### config.mk
export PLATFORM = sky130hd
export DESIGN_NAME = scw_words
export DESIGN_NICKNAME = d
export VERILOG_FILES = /design/src/hw/scw_pkg.sv /design/src/hw/scw_capture_if.sv /design/src/hw/scw_capture.sv /design/src/hw/scw_words.sv
export SDC_FILE = /design/constraint.sdc
export NUM_CORES = 1
export LEC_CHECK = 0
export BUFFER_PORTS_ARGS = -buffer_cell sky130_fd_sc_hd__clkbuf_2
export CORE_MARGIN = 10
export CORE_UTILIZATION = 30
export DETAILED_ROUTE_END_ITERATION = 16
export PLACE_DENSITY = 0.52
export SLEW_MARGIN = 10
export SYNTH_ARGS = -nofsm -noshare
export SYNTH_HDL_FRONTEND = slang
export SYNTH_SLANG_ARGS = --single-unit
export TNS_END_PERCENT = 1
### constraint.sdc
create_clock -name clk -period 1.87 [get_ports clk]
set_input_delay 0.0935 -clock clk [delete_from_list [all_inputs] [get_ports clk]]
set_output_delay 0.0935 -clock clk [all_outputs]
set_load 0.05 [all_outputs]
### src/hw/scw_pkg.sv
// scw_pkg: shared constants for the cyclic command and status word block
// assumes one 200 MHz clock and a host that presents whole words per cycle
package scw_pkg;
    localparam int WORD_W = 16;
    localparam int POS_W = 32;
    localparam int CODE_W = 5;
    localparam int SEL_W = 3;
    // command word fields
    localparam int CMD_POS_OP = 13;
    localparam int CMD_ESTOP = 12;
    localparam int CMD_INDEX_CAP = 11;
    localparam int CMD_INTR_CAP = 10;
    localparam int CMD_INTR_EN = 9;
    localparam int CMD_DEV_CLR = 8;
    localparam int CMD_COAST = 7;
    localparam int CMD_GEN_A = 6;
    localparam int CMD_GEN_B = 5;
    localparam int CMD_SEL_HI = 4;
    localparam int CMD_SEL_LO = 2;
    localparam int CMD_WRITE = 1;
    localparam int CMD_READ = 0;
    // main status word fields
    localparam int ST_READY = 15;
    localparam int ST_INPOS = 14;
    localparam int ST_ALARM = 13;
    localparam int ST_ZERO_DEV = 12;
    localparam int ST_ZERO_SPD = 11;
    localparam int ST_HOME_DONE = 10;
    localparam int ST_TRQ_LIM = 9;
    localparam int ST_DATA_ERR = 8;
    localparam int ST_ESTOP_SEEN = 7;
    localparam int ST_DEV_OVER = 6;
    localparam int ST_CODE_HI = 4;
    // response bit word fields
    localparam int RSP_INDEX_CAP = 6;
    localparam int RSP_INTR_CAP = 5;
    localparam int RSP_SEL_HI = 4;
    localparam int RSP_SEL_LO = 2;
    localparam int RSP_WRITE_DONE = 1;
    localparam int RSP_READ_DONE = 0;
    // reset values and codes
    localparam logic [WORD_W-1:0] WORD_RST = 16'h0000;
    localparam logic [POS_W-1:0] POS_RST = 32'h0000_0000;
    localparam logic [CODE_W-1:0] CODE_NONE = 5'h00;
    localparam logic [CODE_W-1:0] CODE_DEV_OVER = 5'h06;
    // parameter access takes this many ns to finish, rounded up to whole cycles in PARAM_CYCLES
    localparam int PARAM_ACCESS_NS = 20;
    localparam int CLK_PERIOD_NS = 5;
    localparam logic [3:0] PARAM_CYCLES =
        4'((PARAM_ACCESS_NS + CLK_PERIOD_NS - 1) / CLK_PERIOD_NS);
endpackage : scw_pkg

### src/hw/scw_capture_if.sv
// scw_capture_if: capture events and latched position between modules
// assumes both modules run on the same clock
`timescale 1ns/1ps
interface scw_capture_if;
    logic indexHit;
    logic intrHit;
    logic [scw_pkg::POS_W-1:0] capPos;
    modport src (output indexHit, output intrHit, output capPos);
    modport dst (input indexHit, input intrHit, input capPos);
endinterface : scw_capture_if

### src/hw/scw_capture.sv
// scw_capture: arms index and interrupt capture and latches feedback position
// assumes index and interrupt pulses are synchronous single-cycle levels
`timescale 1ns/1ps
module scw_capture (
    // clock and reset
    input wire logic clk,
    input wire logic reset_n,
    // arming and events
    input wire logic indexArm,
    input wire logic intrArm,
    input wire logic indexPulse,
    input wire logic intrInput,
    input wire logic [scw_pkg::POS_W-1:0] feedbackPos,
    // results
    scw_capture_if.src cap
);
    typedef struct packed {
        logic indexHit;
        logic intrHit;
        logic [scw_pkg::POS_W-1:0] capPos;
    } scw_cap_state_t;

    scw_cap_state_t state_q, state_d;

    // a disarmed bit drops its flag so the next arm starts clean
    always_comb begin
        state_d = state_q;
        if (!indexArm) begin
            state_d.indexHit = 1'b0;
        end else if (indexPulse && !state_q.indexHit) begin
            state_d.indexHit = 1'b1;
            state_d.capPos = feedbackPos;
        end
        if (!intrArm) begin
            state_d.intrHit = 1'b0;
        end else if (intrInput && !state_q.intrHit) begin
            state_d.intrHit = 1'b1;
            state_d.capPos = feedbackPos;
        end
    end

    always_ff @(posedge clk or negedge reset_n) begin
        if (!reset_n) begin
            state_q <= '{1'b0, 1'b0, scw_pkg::POS_RST};
        end else begin
            state_q <= state_d;
        end
    end

    assign cap.indexHit = state_q.indexHit;
    assign cap.intrHit = state_q.intrHit;
    assign cap.capPos = state_q.capPos;
endmodule : scw_capture

### src/hw/scw_words.sv
// scw_words: cyclic command word decode and status word build
// Operation
// - positioning enabled only while position bit on
// - emergency stop bit holds forced stop
// - index capture sets index-captured flag
// - index capture latches feedback position
// - interrupt capture sets interrupt-captured flag
// - interrupt capture latches feedback position
// - deviation clear on edge or level
// - coast bit removes drive
// - general bits pass to output terminals
// - select bits choose parameter group
// - ready flag when motor can rotate
// - in-position low only while positioning and settled
// - alarm flag set and held
// - zero-deviation flag within range
// - zero-speed flag within width
// - homing-done flag after homing finishes
// - torque-limited flag while at limit
// - data error set, cleared on write removal
// - stop-seen flag while stop input off
// - excess deviation sets flag and alarm
// - alarm code reported, cleared by reset
// - parameter access on read/write rising edge
// - select bits echoed in response
// - write-done and read-done response bits
// assumes the host presents a new command word with busCycle high
// command word layout, bit by bit
// 15:14 unused here, read as don't care
// 13 position operation
// 12 emergency stop
// 11 index capture arm
// 10 interrupt capture arm
// 9 interrupt positioning enable, forwarded only
// 8 deviation clear, edge or level by devClearLevelMode
// 7 coast, drive removed while set
// 6 general command a, or first terminal in pass-through
// 5 general command b, or second terminal in pass-through
// 4:2 data select, echoed back in the response word
// 1 parameter write, acts on its rising edge
// 0 parameter read, acts on its rising edge
// status word layout
// 15 ready
// 14 in-position, low while positioning and settled
// 13 alarm, held until alarmReset
// 12 zero deviation
// 11 zero speed
// 10 homing done, sticky
// 9 torque at limit
// 8 data error, dropped with the write bit
// 7 emergency stop seen, while the stop input is low
// 6 excess deviation, also raises the alarm
// 5 always zero
// 4:0 alarm code, cleared by alarmReset
// response word layout
// 15:7 always zero
// 6 index captured
// 5 interrupt captured
// 4:2 select echo
// 1 write done
// 0 read done
// timing
// a word is taken on the edge that sees busCycle high
// controls and both words change on that same edge
// status inputs are sampled only on that edge, so a short
// pulse between exchanges is not reported unless it latches
// a parameter access runs PARAM_CYCLES edges; edges seen while
// it runs are dropped, so the host must wait for the done bit
// a disarmed capture bit clears its flag on the next edge
// capturedPosition trails the capture flag by one edge
`timescale 1ns/1ps
module scw_words (
    // clock and reset
    input wire logic clk,
    input wire logic reset_n,
    // cyclic exchange
    input wire logic busCycle,
    input wire logic [15:0] hostCommandWord,
    output logic [15:0] driveStatusWord,
    output logic [15:0] responseBitWord,
    output logic [31:0] capturedPosition,
    // drive conditions
    input wire logic motorReady,
    input wire logic positionSettled,
    input wire logic alarmDetected,
    input wire logic [4:0] alarmCodeIn,
    input wire logic alarmReset,
    input wire logic deviationInZero,
    input wire logic speedInZero,
    input wire logic homingFinished,
    input wire logic torqueAtLimit,
    input wire logic paramOutOfRange,
    input wire logic emergencyStopInput,
    input wire logic excessDeviation,
    input wire logic indexPulse,
    input wire logic intrInput,
    input wire logic [31:0] feedbackPos,
    input wire logic devClearLevelMode,
    input wire logic generalPassThrough,
    // drive controls
    output logic positionEnable,
    output logic forcedStop,
    output logic driveOff,
    output logic deviationClear,
    output logic intrPositioningEnable,
    output logic generalCommandA,
    output logic generalCommandB,
    output logic outputTerminalFirst,
    output logic outputTerminalSecond,
    output logic [2:0] dataSelect,
    output logic paramRead,
    output logic paramWrite
);
    typedef struct packed {
        logic [15:0] cmd;
        logic [15:0] status;
        logic [15:0] resp;
        logic [31:0] pos;
        logic alarm;
        logic [4:0] code;
        logic dataErr;
        logic homeDone;
        logic [3:0] accCnt;
        logic accWrite;
        logic readDone;
        logic writeDone;
        logic posEn;
        logic stop;
        logic coast;
        logic devClr;
        logic intrEn;
        logic genA;
        logic genB;
        logic outA;
        logic outB;
        logic [2:0] sel;
        logic rdPulse;
        logic wrPulse;
    } scw_state_t;

    scw_state_t state_q, state_d;
    scw_capture_if capBus();

    // pick one command field out of a word
    function automatic logic cmdBit(input logic [15:0] w, input int idx);
        cmdBit = w[idx];
    endfunction : cmdBit

    scw_capture u_capture (
        .clk(clk),
        .reset_n(reset_n),
        .indexArm(cmdBit(state_q.cmd, scw_pkg::CMD_INDEX_CAP)),
        .intrArm(cmdBit(state_q.cmd, scw_pkg::CMD_INTR_CAP)),
        .indexPulse(indexPulse),
        .intrInput(intrInput),
        .feedbackPos(feedbackPos),
        .cap(capBus.src)
    );

    logic [15:0] nextCmd;
    logic rdRise, wrRise, devRise;
    assign nextCmd = busCycle ? hostCommandWord : state_q.cmd;
    // edges are against the previous cycle's word
    assign rdRise = cmdBit(nextCmd, scw_pkg::CMD_READ) &&
        !cmdBit(state_q.cmd, scw_pkg::CMD_READ);
    assign wrRise = cmdBit(nextCmd, scw_pkg::CMD_WRITE) &&
        !cmdBit(state_q.cmd, scw_pkg::CMD_WRITE);
    assign devRise = cmdBit(nextCmd, scw_pkg::CMD_DEV_CLR) &&
        !cmdBit(state_q.cmd, scw_pkg::CMD_DEV_CLR);

    // decode controls, run parameter access, build words
    always_comb begin
        state_d = state_q;
        state_d.cmd = nextCmd;
        state_d.posEn = cmdBit(nextCmd, scw_pkg::CMD_POS_OP);
        state_d.stop = cmdBit(nextCmd, scw_pkg::CMD_ESTOP);
        state_d.coast = cmdBit(nextCmd, scw_pkg::CMD_COAST);
        // host keeps this bit itself; we only forward it
        state_d.intrEn = cmdBit(nextCmd, scw_pkg::CMD_INTR_EN);
        state_d.devClr = devClearLevelMode ?
            cmdBit(nextCmd, scw_pkg::CMD_DEV_CLR) : devRise;
        state_d.genA = generalPassThrough ? 1'b0 :
            cmdBit(nextCmd, scw_pkg::CMD_GEN_A);
        state_d.genB = generalPassThrough ? 1'b0 :
            cmdBit(nextCmd, scw_pkg::CMD_GEN_B);
        state_d.outA = generalPassThrough &&
            cmdBit(nextCmd, scw_pkg::CMD_GEN_A);
        state_d.outB = generalPassThrough &&
            cmdBit(nextCmd, scw_pkg::CMD_GEN_B);
        state_d.sel = nextCmd[scw_pkg::CMD_SEL_HI:scw_pkg::CMD_SEL_LO];
        state_d.rdPulse = 1'b0;
        state_d.wrPulse = 1'b0;
        // done bits drop once the host lifts its command
        if (!cmdBit(nextCmd, scw_pkg::CMD_READ)) begin
            state_d.readDone = 1'b0;
        end
        if (!cmdBit(nextCmd, scw_pkg::CMD_WRITE)) begin
            state_d.writeDone = 1'b0;
            state_d.dataErr = 1'b0;
        end
        // one access at a time; an edge during a busy access is ignored
        if (state_q.accCnt != 4'h0) begin
            state_d.accCnt = state_q.accCnt - 4'h1;
            if (state_q.accCnt == 4'h1) begin
                if (state_q.accWrite) begin
                    state_d.writeDone = 1'b1;
                    if (paramOutOfRange) begin
                        state_d.dataErr = 1'b1;
                    end
                end else begin
                    state_d.readDone = 1'b1;
                end
            end
        end else if (wrRise) begin
            state_d.accCnt = scw_pkg::PARAM_CYCLES;
            state_d.accWrite = 1'b1;
            state_d.wrPulse = 1'b1;
        end else if (rdRise) begin
            state_d.accCnt = scw_pkg::PARAM_CYCLES;
            state_d.accWrite = 1'b0;
            state_d.rdPulse = 1'b1;
        end
        // alarm holds until reset; a new alarm beats a reset
        if (alarmReset) begin
            state_d.alarm = 1'b0;
            state_d.code = scw_pkg::CODE_NONE;
        end
        if (excessDeviation) begin
            state_d.alarm = 1'b1;
            state_d.code = scw_pkg::CODE_DEV_OVER;
        end else if (alarmDetected) begin
            state_d.alarm = 1'b1;
            state_d.code = alarmCodeIn;
        end
        if (cmdBit(nextCmd, scw_pkg::CMD_POS_OP) && !positionSettled) begin
            state_d.homeDone = state_q.homeDone;
        end
        if (homingFinished) begin
            state_d.homeDone = 1'b1;
        end
        if (capBus.indexHit || capBus.intrHit) begin
            state_d.pos = capBus.capPos;
        end
        // status refreshes only on a bus exchange
        if (busCycle) begin
            state_d.status = WORD_BUILD(state_d);
            state_d.resp = '0;
            state_d.resp[scw_pkg::RSP_INDEX_CAP] = capBus.indexHit;
            state_d.resp[scw_pkg::RSP_INTR_CAP] = capBus.intrHit;
            state_d.resp[scw_pkg::RSP_SEL_HI:scw_pkg::RSP_SEL_LO] =
                state_d.sel;
            state_d.resp[scw_pkg::RSP_WRITE_DONE] = state_d.writeDone;
            state_d.resp[scw_pkg::RSP_READ_DONE] = state_d.readDone;
        end
    end

    // assemble the main status word from the next state
    function automatic logic [15:0] WORD_BUILD(input scw_state_t s);
        logic [15:0] w;
        w = scw_pkg::WORD_RST;
        w[scw_pkg::ST_READY] = motorReady;
        w[scw_pkg::ST_INPOS] = !(s.posEn && positionSettled);
        w[scw_pkg::ST_ALARM] = s.alarm;
        w[scw_pkg::ST_ZERO_DEV] = deviationInZero;
        w[scw_pkg::ST_ZERO_SPD] = speedInZero;
        w[scw_pkg::ST_HOME_DONE] = s.homeDone;
        w[scw_pkg::ST_TRQ_LIM] = torqueAtLimit;
        w[scw_pkg::ST_DATA_ERR] = s.dataErr;
        w[scw_pkg::ST_ESTOP_SEEN] = !emergencyStopInput;
        w[scw_pkg::ST_DEV_OVER] = excessDeviation;
        w[scw_pkg::ST_CODE_HI:0] = s.code;
        WORD_BUILD = w;
    endfunction : WORD_BUILD

    always_ff @(posedge clk or negedge reset_n) begin
        if (!reset_n) begin
            state_q <= '0;
        end else begin
            state_q <= state_d;
        end
    end

    // every output comes straight from a state flip-flop
    assign driveStatusWord = state_q.status;
    assign responseBitWord = state_q.resp;
    assign capturedPosition = state_q.pos;
    assign positionEnable = state_q.posEn;
    assign forcedStop = state_q.stop;
    assign driveOff = state_q.coast;
    assign deviationClear = state_q.devClr;
    assign intrPositioningEnable = state_q.intrEn;
    assign generalCommandA = state_q.genA;
    assign generalCommandB = state_q.genB;
    assign outputTerminalFirst = state_q.outA;
    assign outputTerminalSecond = state_q.outB;
    assign dataSelect = state_q.sel;
    assign paramRead = state_q.rdPulse;
    assign paramWrite = state_q.wrPulse;
endmodule : scw_words

==> results of run 1 <==
## critical path: stages
cell           delay (ns)
dlygate4sd3_1        0.54
clkbuf_2             0.12
or3b_1               0.37
a21oi_1              0.17
dlygate4sd3_1        0.56
## what timing repair did
item,CTS,global route
endpoints found under the setup margin,0,0
endpoints found under the hold margin,200,0
hold buffers,69,0
buffers inserted,0,0
## metrics by stage
step                      util (%)  hold slack, ns  power [W]
final                         41.7          0.0545    0.00985
after global routing          41.7          0.0695     0.0104
after CTS                     41.7          0.0298     0.0100
after detailed placement      33.9           0.254    0.00650
after global placement        33.9           0.246    0.00643
after floorplan                  -          -0.202    0.00622
## area by class of cell
type / count / area, µm²
clock inverter: 11 / 143
multi-input combinational: 171 / 1450
sequential: 124 / 3100
clock buffer: 20 / 457
timing repair buffer: 212 / 1460
fill: 1569 / 9710
inverter: 13 / 48.8
tap: 220 / 275
## synth_stat cells
master,instances
mux2_2,83
a21boi_0,1
mux2_1,2
buf_2,10
dfrtp_1,124
nand2b_1,3
or2_2,1
o22ai_1,2
conb_1,1
nor2_1,13
mux2i_1,3
nor4b_1,1
nor4_1,1
inv_1,13
a221o_1,2
nor2b_1,3
nand3b_1,2
o21a_1,3
a22oi_1,2
o31a_2,1
or4_4,1
buf_4,68
nor3_2,1
a31oi_1,4
xnor2_1,1
clkbuf_2,1
a21oi_1,2
nand3_1,1
o21ai_0,9
nand2_1,17
or3b_1,1
o21ai_2,1
## layer usage
metal | routed length (µm) | global-route usage, % | vias up
met3 | 1180 | 5.88 | 17
met1 | 4820 | 12.0 | 1556
met2 | 5200 | 15.8 | 108
li1 | - | - | 1525
met4 | 153 | 3.99 | 0
met5 | 0 | 0 | -
## power breakdown
group | internal [W] | leakage, nW | switching, W
Sequential | 0.00330 | 1.47 | 0.000346
Clock | 0.00215 | 0.292 | 0.00117
Combinational | 0.000942 | 1.49 | 0.00194
## cell families after synthesis
logic type	after synthesis
flops	124
buf+inv	92
mux	88
simple gates	45
compound gates	27
xor+xnor	1
other cells	1
## state kept, by name, indices dropped and copies added (netlist names), 2 cells and up
| register | count |
|---|---|
| capturedPosition | 32 |
| state_q | 27 |
| u_capture.cap.capPos | 32 |
| responseBitWord | 7 |
| dataSelect | 2 |
| driveStatusWord | 15 |
## final timing paths
check	startpoint	end	slack, ns	depth (start not counted)
worst max-delay path	alarmReset	state_q[27]	0.35	5
worst min-delay path	alarmCodeIn[3]	driveStatusWord[3]	0.05	3
worst max register to register	state_q[27]	state_q[27]	0.42	3
worst min register to register	state_q[21]	state_q[21]	0.45	1
max in group asynchronous	reset_n	state_q[27]	1.06	3
min in group asynchronous	reset_n	u_capture.cap.capPos[6]	0.33	3
## layout by cell type, fill, tap and decap left out, types with 5 or more instances in the layout
cell type,netlist,routed
nand2_1,17,17
nor2_1,13,12
buf_4,68,5
dfrtp_1,124,124
clkbuf_2,1,135
dlygate4sd3_1,0,69
clkbuf_16,0,17
inv_1,13,13
conb_1,1,10
o21ai_0,9,9
mux2_2,83,83
==> run metrics, run 1 <==
Clock Path Buffers=2; status=completed; Non-Filler Instances=about 770; Port Buffers=around 140; Final Cell Area=just under 7000 µm²; CTS Root Cell=clkbuf_16; H-tree Lvls=4; simple-gate share of the synthesized area=approximately 4.3%; Residual DRC=0; Synth top area share=around 61%; largest net degree at the start of global routing=about 130; Nets=610; routed vias/inst=4.16; P&R area growth vs syn=35.6%; Max-Slew Margin vs Limit=56.5%; largest family of logic cells by synthesized area=multiplexers; period utilization=81.0%; RSZ-0062 raised after global routing=false; clk_lat worst skew=between 0.4 and 0.5 ns; register area share after synthesis=around three fifths; Detailed Place HPWL=7700 µm; gpl congestion=roughly 0.72; core area=around 17000 µm²; startpoint types=input port; vias in the first global route=approximately 3.5k; drt first-iter violations=83; worst-path fanout max=3; placed cell count=671; Lkg Pwr=roughly 3.3 nW; Hold Crit Class=in -> reg; final setup margin=0.355 ns; Setup crit end kind=flop; Synth area leaders=dfrtp_1 (61%), mux2_2 (18%), buf_4 (10%); Worst Path Required=~2.2 ns; FP Rows=between 40 and 50; CTS buffer count=17; Slew @ Worst Pin=between 0.6 and 0.7 ns; post-route minimum period=approximately 1.5 ns; Synth area leader=dfrtp_1; multiplexer share of the synthesized area=19.3%; setup_tns=0 ns; xor/xnor share of the synthesized area=less than 1%; drt pass-1 iters=4; Setup Skew=0.00624 ns; Die W=approximately 150 µm; Placed Area=between 5000 and 6000 µm²; Overflow after GRT=0; ant diodes=0; Initial Utilization=between 30% and 40%; Vias=approximately 3.2k; GR Util All Layers=just over 10%; clock sink total=around 120; Final Hold Fails=0; Compound-Gate Fraction of Synth Area=about 3.4%; initial antenna violation count=0; share of cells above drive strength 1=a little under half; dpl ws=approximately 0.43 ns; Post-Syn Instances=378; Synth warnings=0; Post-DRT Antenna Nets=0; fin. max-slew vios=0; Die Footprint=22700 µm²; synthesized area=5110 µm²; #FFs+latches synth=124; WL/cell=around 15 µm; PD cells=approximately 1400 nW/µm²; syn_area_per_cell=roughly 14 µm²; adder-cell area share of the yosys netlist=0%; I/O pin count=149; CTS tree=yes; final setup violation count=0; Worst Path Arrival=roughly 1.9 ns; Yosys cell types=32; Setup CP Type=in -> reg; final WL=11400 µm; Post-CTS Resized=0; number of max-cap violations=0; clk slew on worst S/H paths=approximately 0.050 ns; Max VDD drop=between 0.0006 and 0.0007 V; first-pass GRT wire length=between 15000 and 20000 µm; fmax=660 MHz; Die Span Y=around 150 µm
Power figures use the tool's default switching activity.
==> run 2: changes to the inputs <==
- PLACE_DENSITY: 0.52 -> 0.54
- clock period: 1.87 -> 1.3 ns (I/O delays scaled with it)
==> run 2 against run 1 <==
  * The run now ends with setup timing left
  * Critical path depth is the same
  * Non-clock buffer count grew 12
  * Flip-flop and latch count is the same
  * Sequential power grew 44%
  * First-iteration DRC count grew 33%
  * Utilization grew 2.0 points
  * Global-route usage grew 0.53 points
  * Power grew 50%
  * Setup slack lost 0.45 ns
  * Sequential share of layout area shrank 2.0 points
  * Critical endpoint is now u_capture.cap.capPos[1]
  * Largest cell class unchanged
  * Largest power group unchanged
==> run metrics, run 2 (synthesis results as in run 1) <==
status=finished, violations left (was completed); failing checks=setup timing; clk_lat worst skew=0.41 ns (about the same); first-pass GRT wire length=19500 µm (was 18500 µm); drt pass-1 iters=4 (unchanged); clock sink total=124 (unchanged); Port Buffers=136 (unchanged); fmax=~720 MHz; final design utilization=43.7% (was 41.7%); Setup Skew=0.00812 ns (was 0.00624 ns); critical path launch point=u_capture.cap.intrHit (was alarmReset); post-route minimum period=around 1.4 ns; routed vias/inst=4.16 (about the same); initial antenna violation count=2 (was 0); final WL=12000 µm (was 11400 µm); Die Span Y=151 µm (unchanged); CTS tree=yes (unchanged); core area=16600 µm² (unchanged); Max VDD drop=0.000899 V (was 0.000678 V); CP endpoint=u_capture.cap.capPos[1] (was state_q[27]); Residual DRC=0 (unchanged); fill count=1552 (was 1569); Clock Path Buffers=2 (unchanged); most frequent cells in the layout=clkbuf_2 (133), dfrtp_1 (124), dlygate4sd3_1 (69) (was clkbuf_2 (135), dfrtp_1 (124), mux2_2 (83)); Post-DRT Antenna Nets=0 (unchanged); Die Footprint=22700 µm² (unchanged); share of cells above drive strength 1=49.5% (was 47.5%); largest net degree at the start of global routing=69 (was 125); Final Hold Fails=0 (unchanged); FP Rows=47 (unchanged); startpoint types=flop (was input port); fin. max-slew vios=0 (unchanged); PD cells=2040 nW/µm² (was 1420 nW/µm²); Worst Path Required=1.58 ns (was 2.21 ns); number of max-cap violations=0 (unchanged); Hold Crit Class=in -> reg (unchanged); final setup margin=-0.0916 ns (was 0.355 ns); Lkg Pwr=3.47 nW (was 3.26 nW); clk slew on worst S/H paths=0.06 ns (was 0.05 ns); Overflow after GRT=0 (unchanged); worst r2r path cells=5 (was 3); Setup crit end kind=flop (unchanged); Die W=151 µm (unchanged); setup_tns=-2.24 ns (was 0 ns); Detailed Place HPWL=8180 µm (was 7700 µm); Nets=622 (was 610); setup slack, reg-to-reg=-0.09 ns (was 0.42 ns); r2r endpoint=u_capture.cap.capPos[1] (was state_q[27]); CTS Root Cell=clkbuf_16 (unchanged); I/O pin count=149 (unchanged); RSZ-0062 raised after global routing=true (was false); gpl congestion=0.718 (was 0.721); period utilization=107%; Initial Utilization=30.7% (unchanged); CTS buffer count=17 (unchanged); GR Util All Layers=10.9% (was 10.4%); Worst Hold Path Cells=2 (was 3); final setup violation count=62 (was 0); Worst Path Arrival=1.68 ns (was 1.86 ns); WL/cell=15.3 µm (was 14.7 µm); drt first-iter violations=110 (was 83); vias in the first global route=3715 (was 3549); Setup CP Type=reg -> reg (was in -> reg); worst r2r src=u_capture.cap.intrHit (was state_q[27]); Vias=3271 (was 3206); H-tree Lvls=4 (unchanged); most common cell after layout, fill and taps aside=clkbuf_2 (unchanged); worst-path fanout max=6 (was 3); P&R area growth vs syn=42.0% (was 35.6%)
run 2: cell types whose count changed in the layout (fill, tap and decap cells not counted), moves of 2 or more:
cell	before	now
diode_2	0	2
mux2_1	2	0
buf_2	0	2
o21ai_0	9	7
inv_6	1	4
mux2_2	83	55
buf_4	5	10
o21ai_1	0	2
clkbuf_8	2	0
buf_12	3	8
mux2_4	0	30
clkbuf_2	135	133
run 2: worst max-delay path, cell delays in order, from the launching register on:
cell and delay (ns):
dfrtp_1 0.37, nand3b_1 0.20, o21ai_4 0.11, buf_12 0.15, clkbuf_16 0.15, mux2_4 0.30
run 2: worst min-delay path by stage:
stage                                endpoint  slack (ns)      from
after global placement    capturedPosition[6]         0.1   reset_n
final                      responseBitWord[0]        0.04  busCycle
after global routing       responseBitWord[0]        0.04  busCycle
after detailed placement  capturedPosition[7]         0.1   reset_n
after CTS                  responseBitWord[0]        0.02  busCycle
after floorplan           capturedPosition[0]       -0.23   reset_n
run 2: power breakdown:
group	internal [W]	switching (W)	total (W)
logic	0.00167	0.00289	0.00457
registers	0.00475	0.000513	0.00527
clock network	0.00322	0.00177	0.00498
total	0.00964	0.00517	0.0148
run 2: cell type report:
class	count	area (µm²)	area share (%)
Inverter	13	48.8	0.672
Timing Repair Buffer	224	1640	22.5
Sequential cell	124	3100	42.7
Antenna cell	2	5.00	0.0689
Multi-Input combinational cell	171	1580	21.7
Tap cell	220	275	3.79
Clock inverter	14	190	2.62
Clock buffer	18	429	5.91
run 2: metrics by stage:
step / setup slack, ns / hold slack, ns / area, µm² / power, W / std cells
after floorplan: -0.0352 / -0.231 / 5150 / 0.00894 / 387
after global placement: -0.100 / 0.0960 / 5760 / 0.00941 / 680
after detailed placement: -0.127 / 0.0994 / 5760 / 0.00951 / 680
after CTS: -0.0922 / 0.0163 / 7150 / 0.0149 / 783
after global routing: -0.149 / 0.0440 / 7270 / 0.0156 / 786
final: -0.0916 / 0.0450 / 7270 / 0.0148 / 786
run 2: timing repair:
action / 4_1_cts / 5_1_grt
endpoints found under the setup margin: 65 / 70
hold buffers: 69 / 0
pin swaps: 3 / 2
gates cloned: 0 / 1
buffers inserted: 2 / 0
resized for setup: 13 / 25
endpoints found under the hold margin: 203 / 0
run 2: layer usage:
layer	track usage, %	up-vias	part of all wire [%]
met1	12.7	1593	43
met5	0	-	0
met2	16.5	114	44
met4	4.48	0	1.1
met3	5.97	11	11
li1	-	1553	-
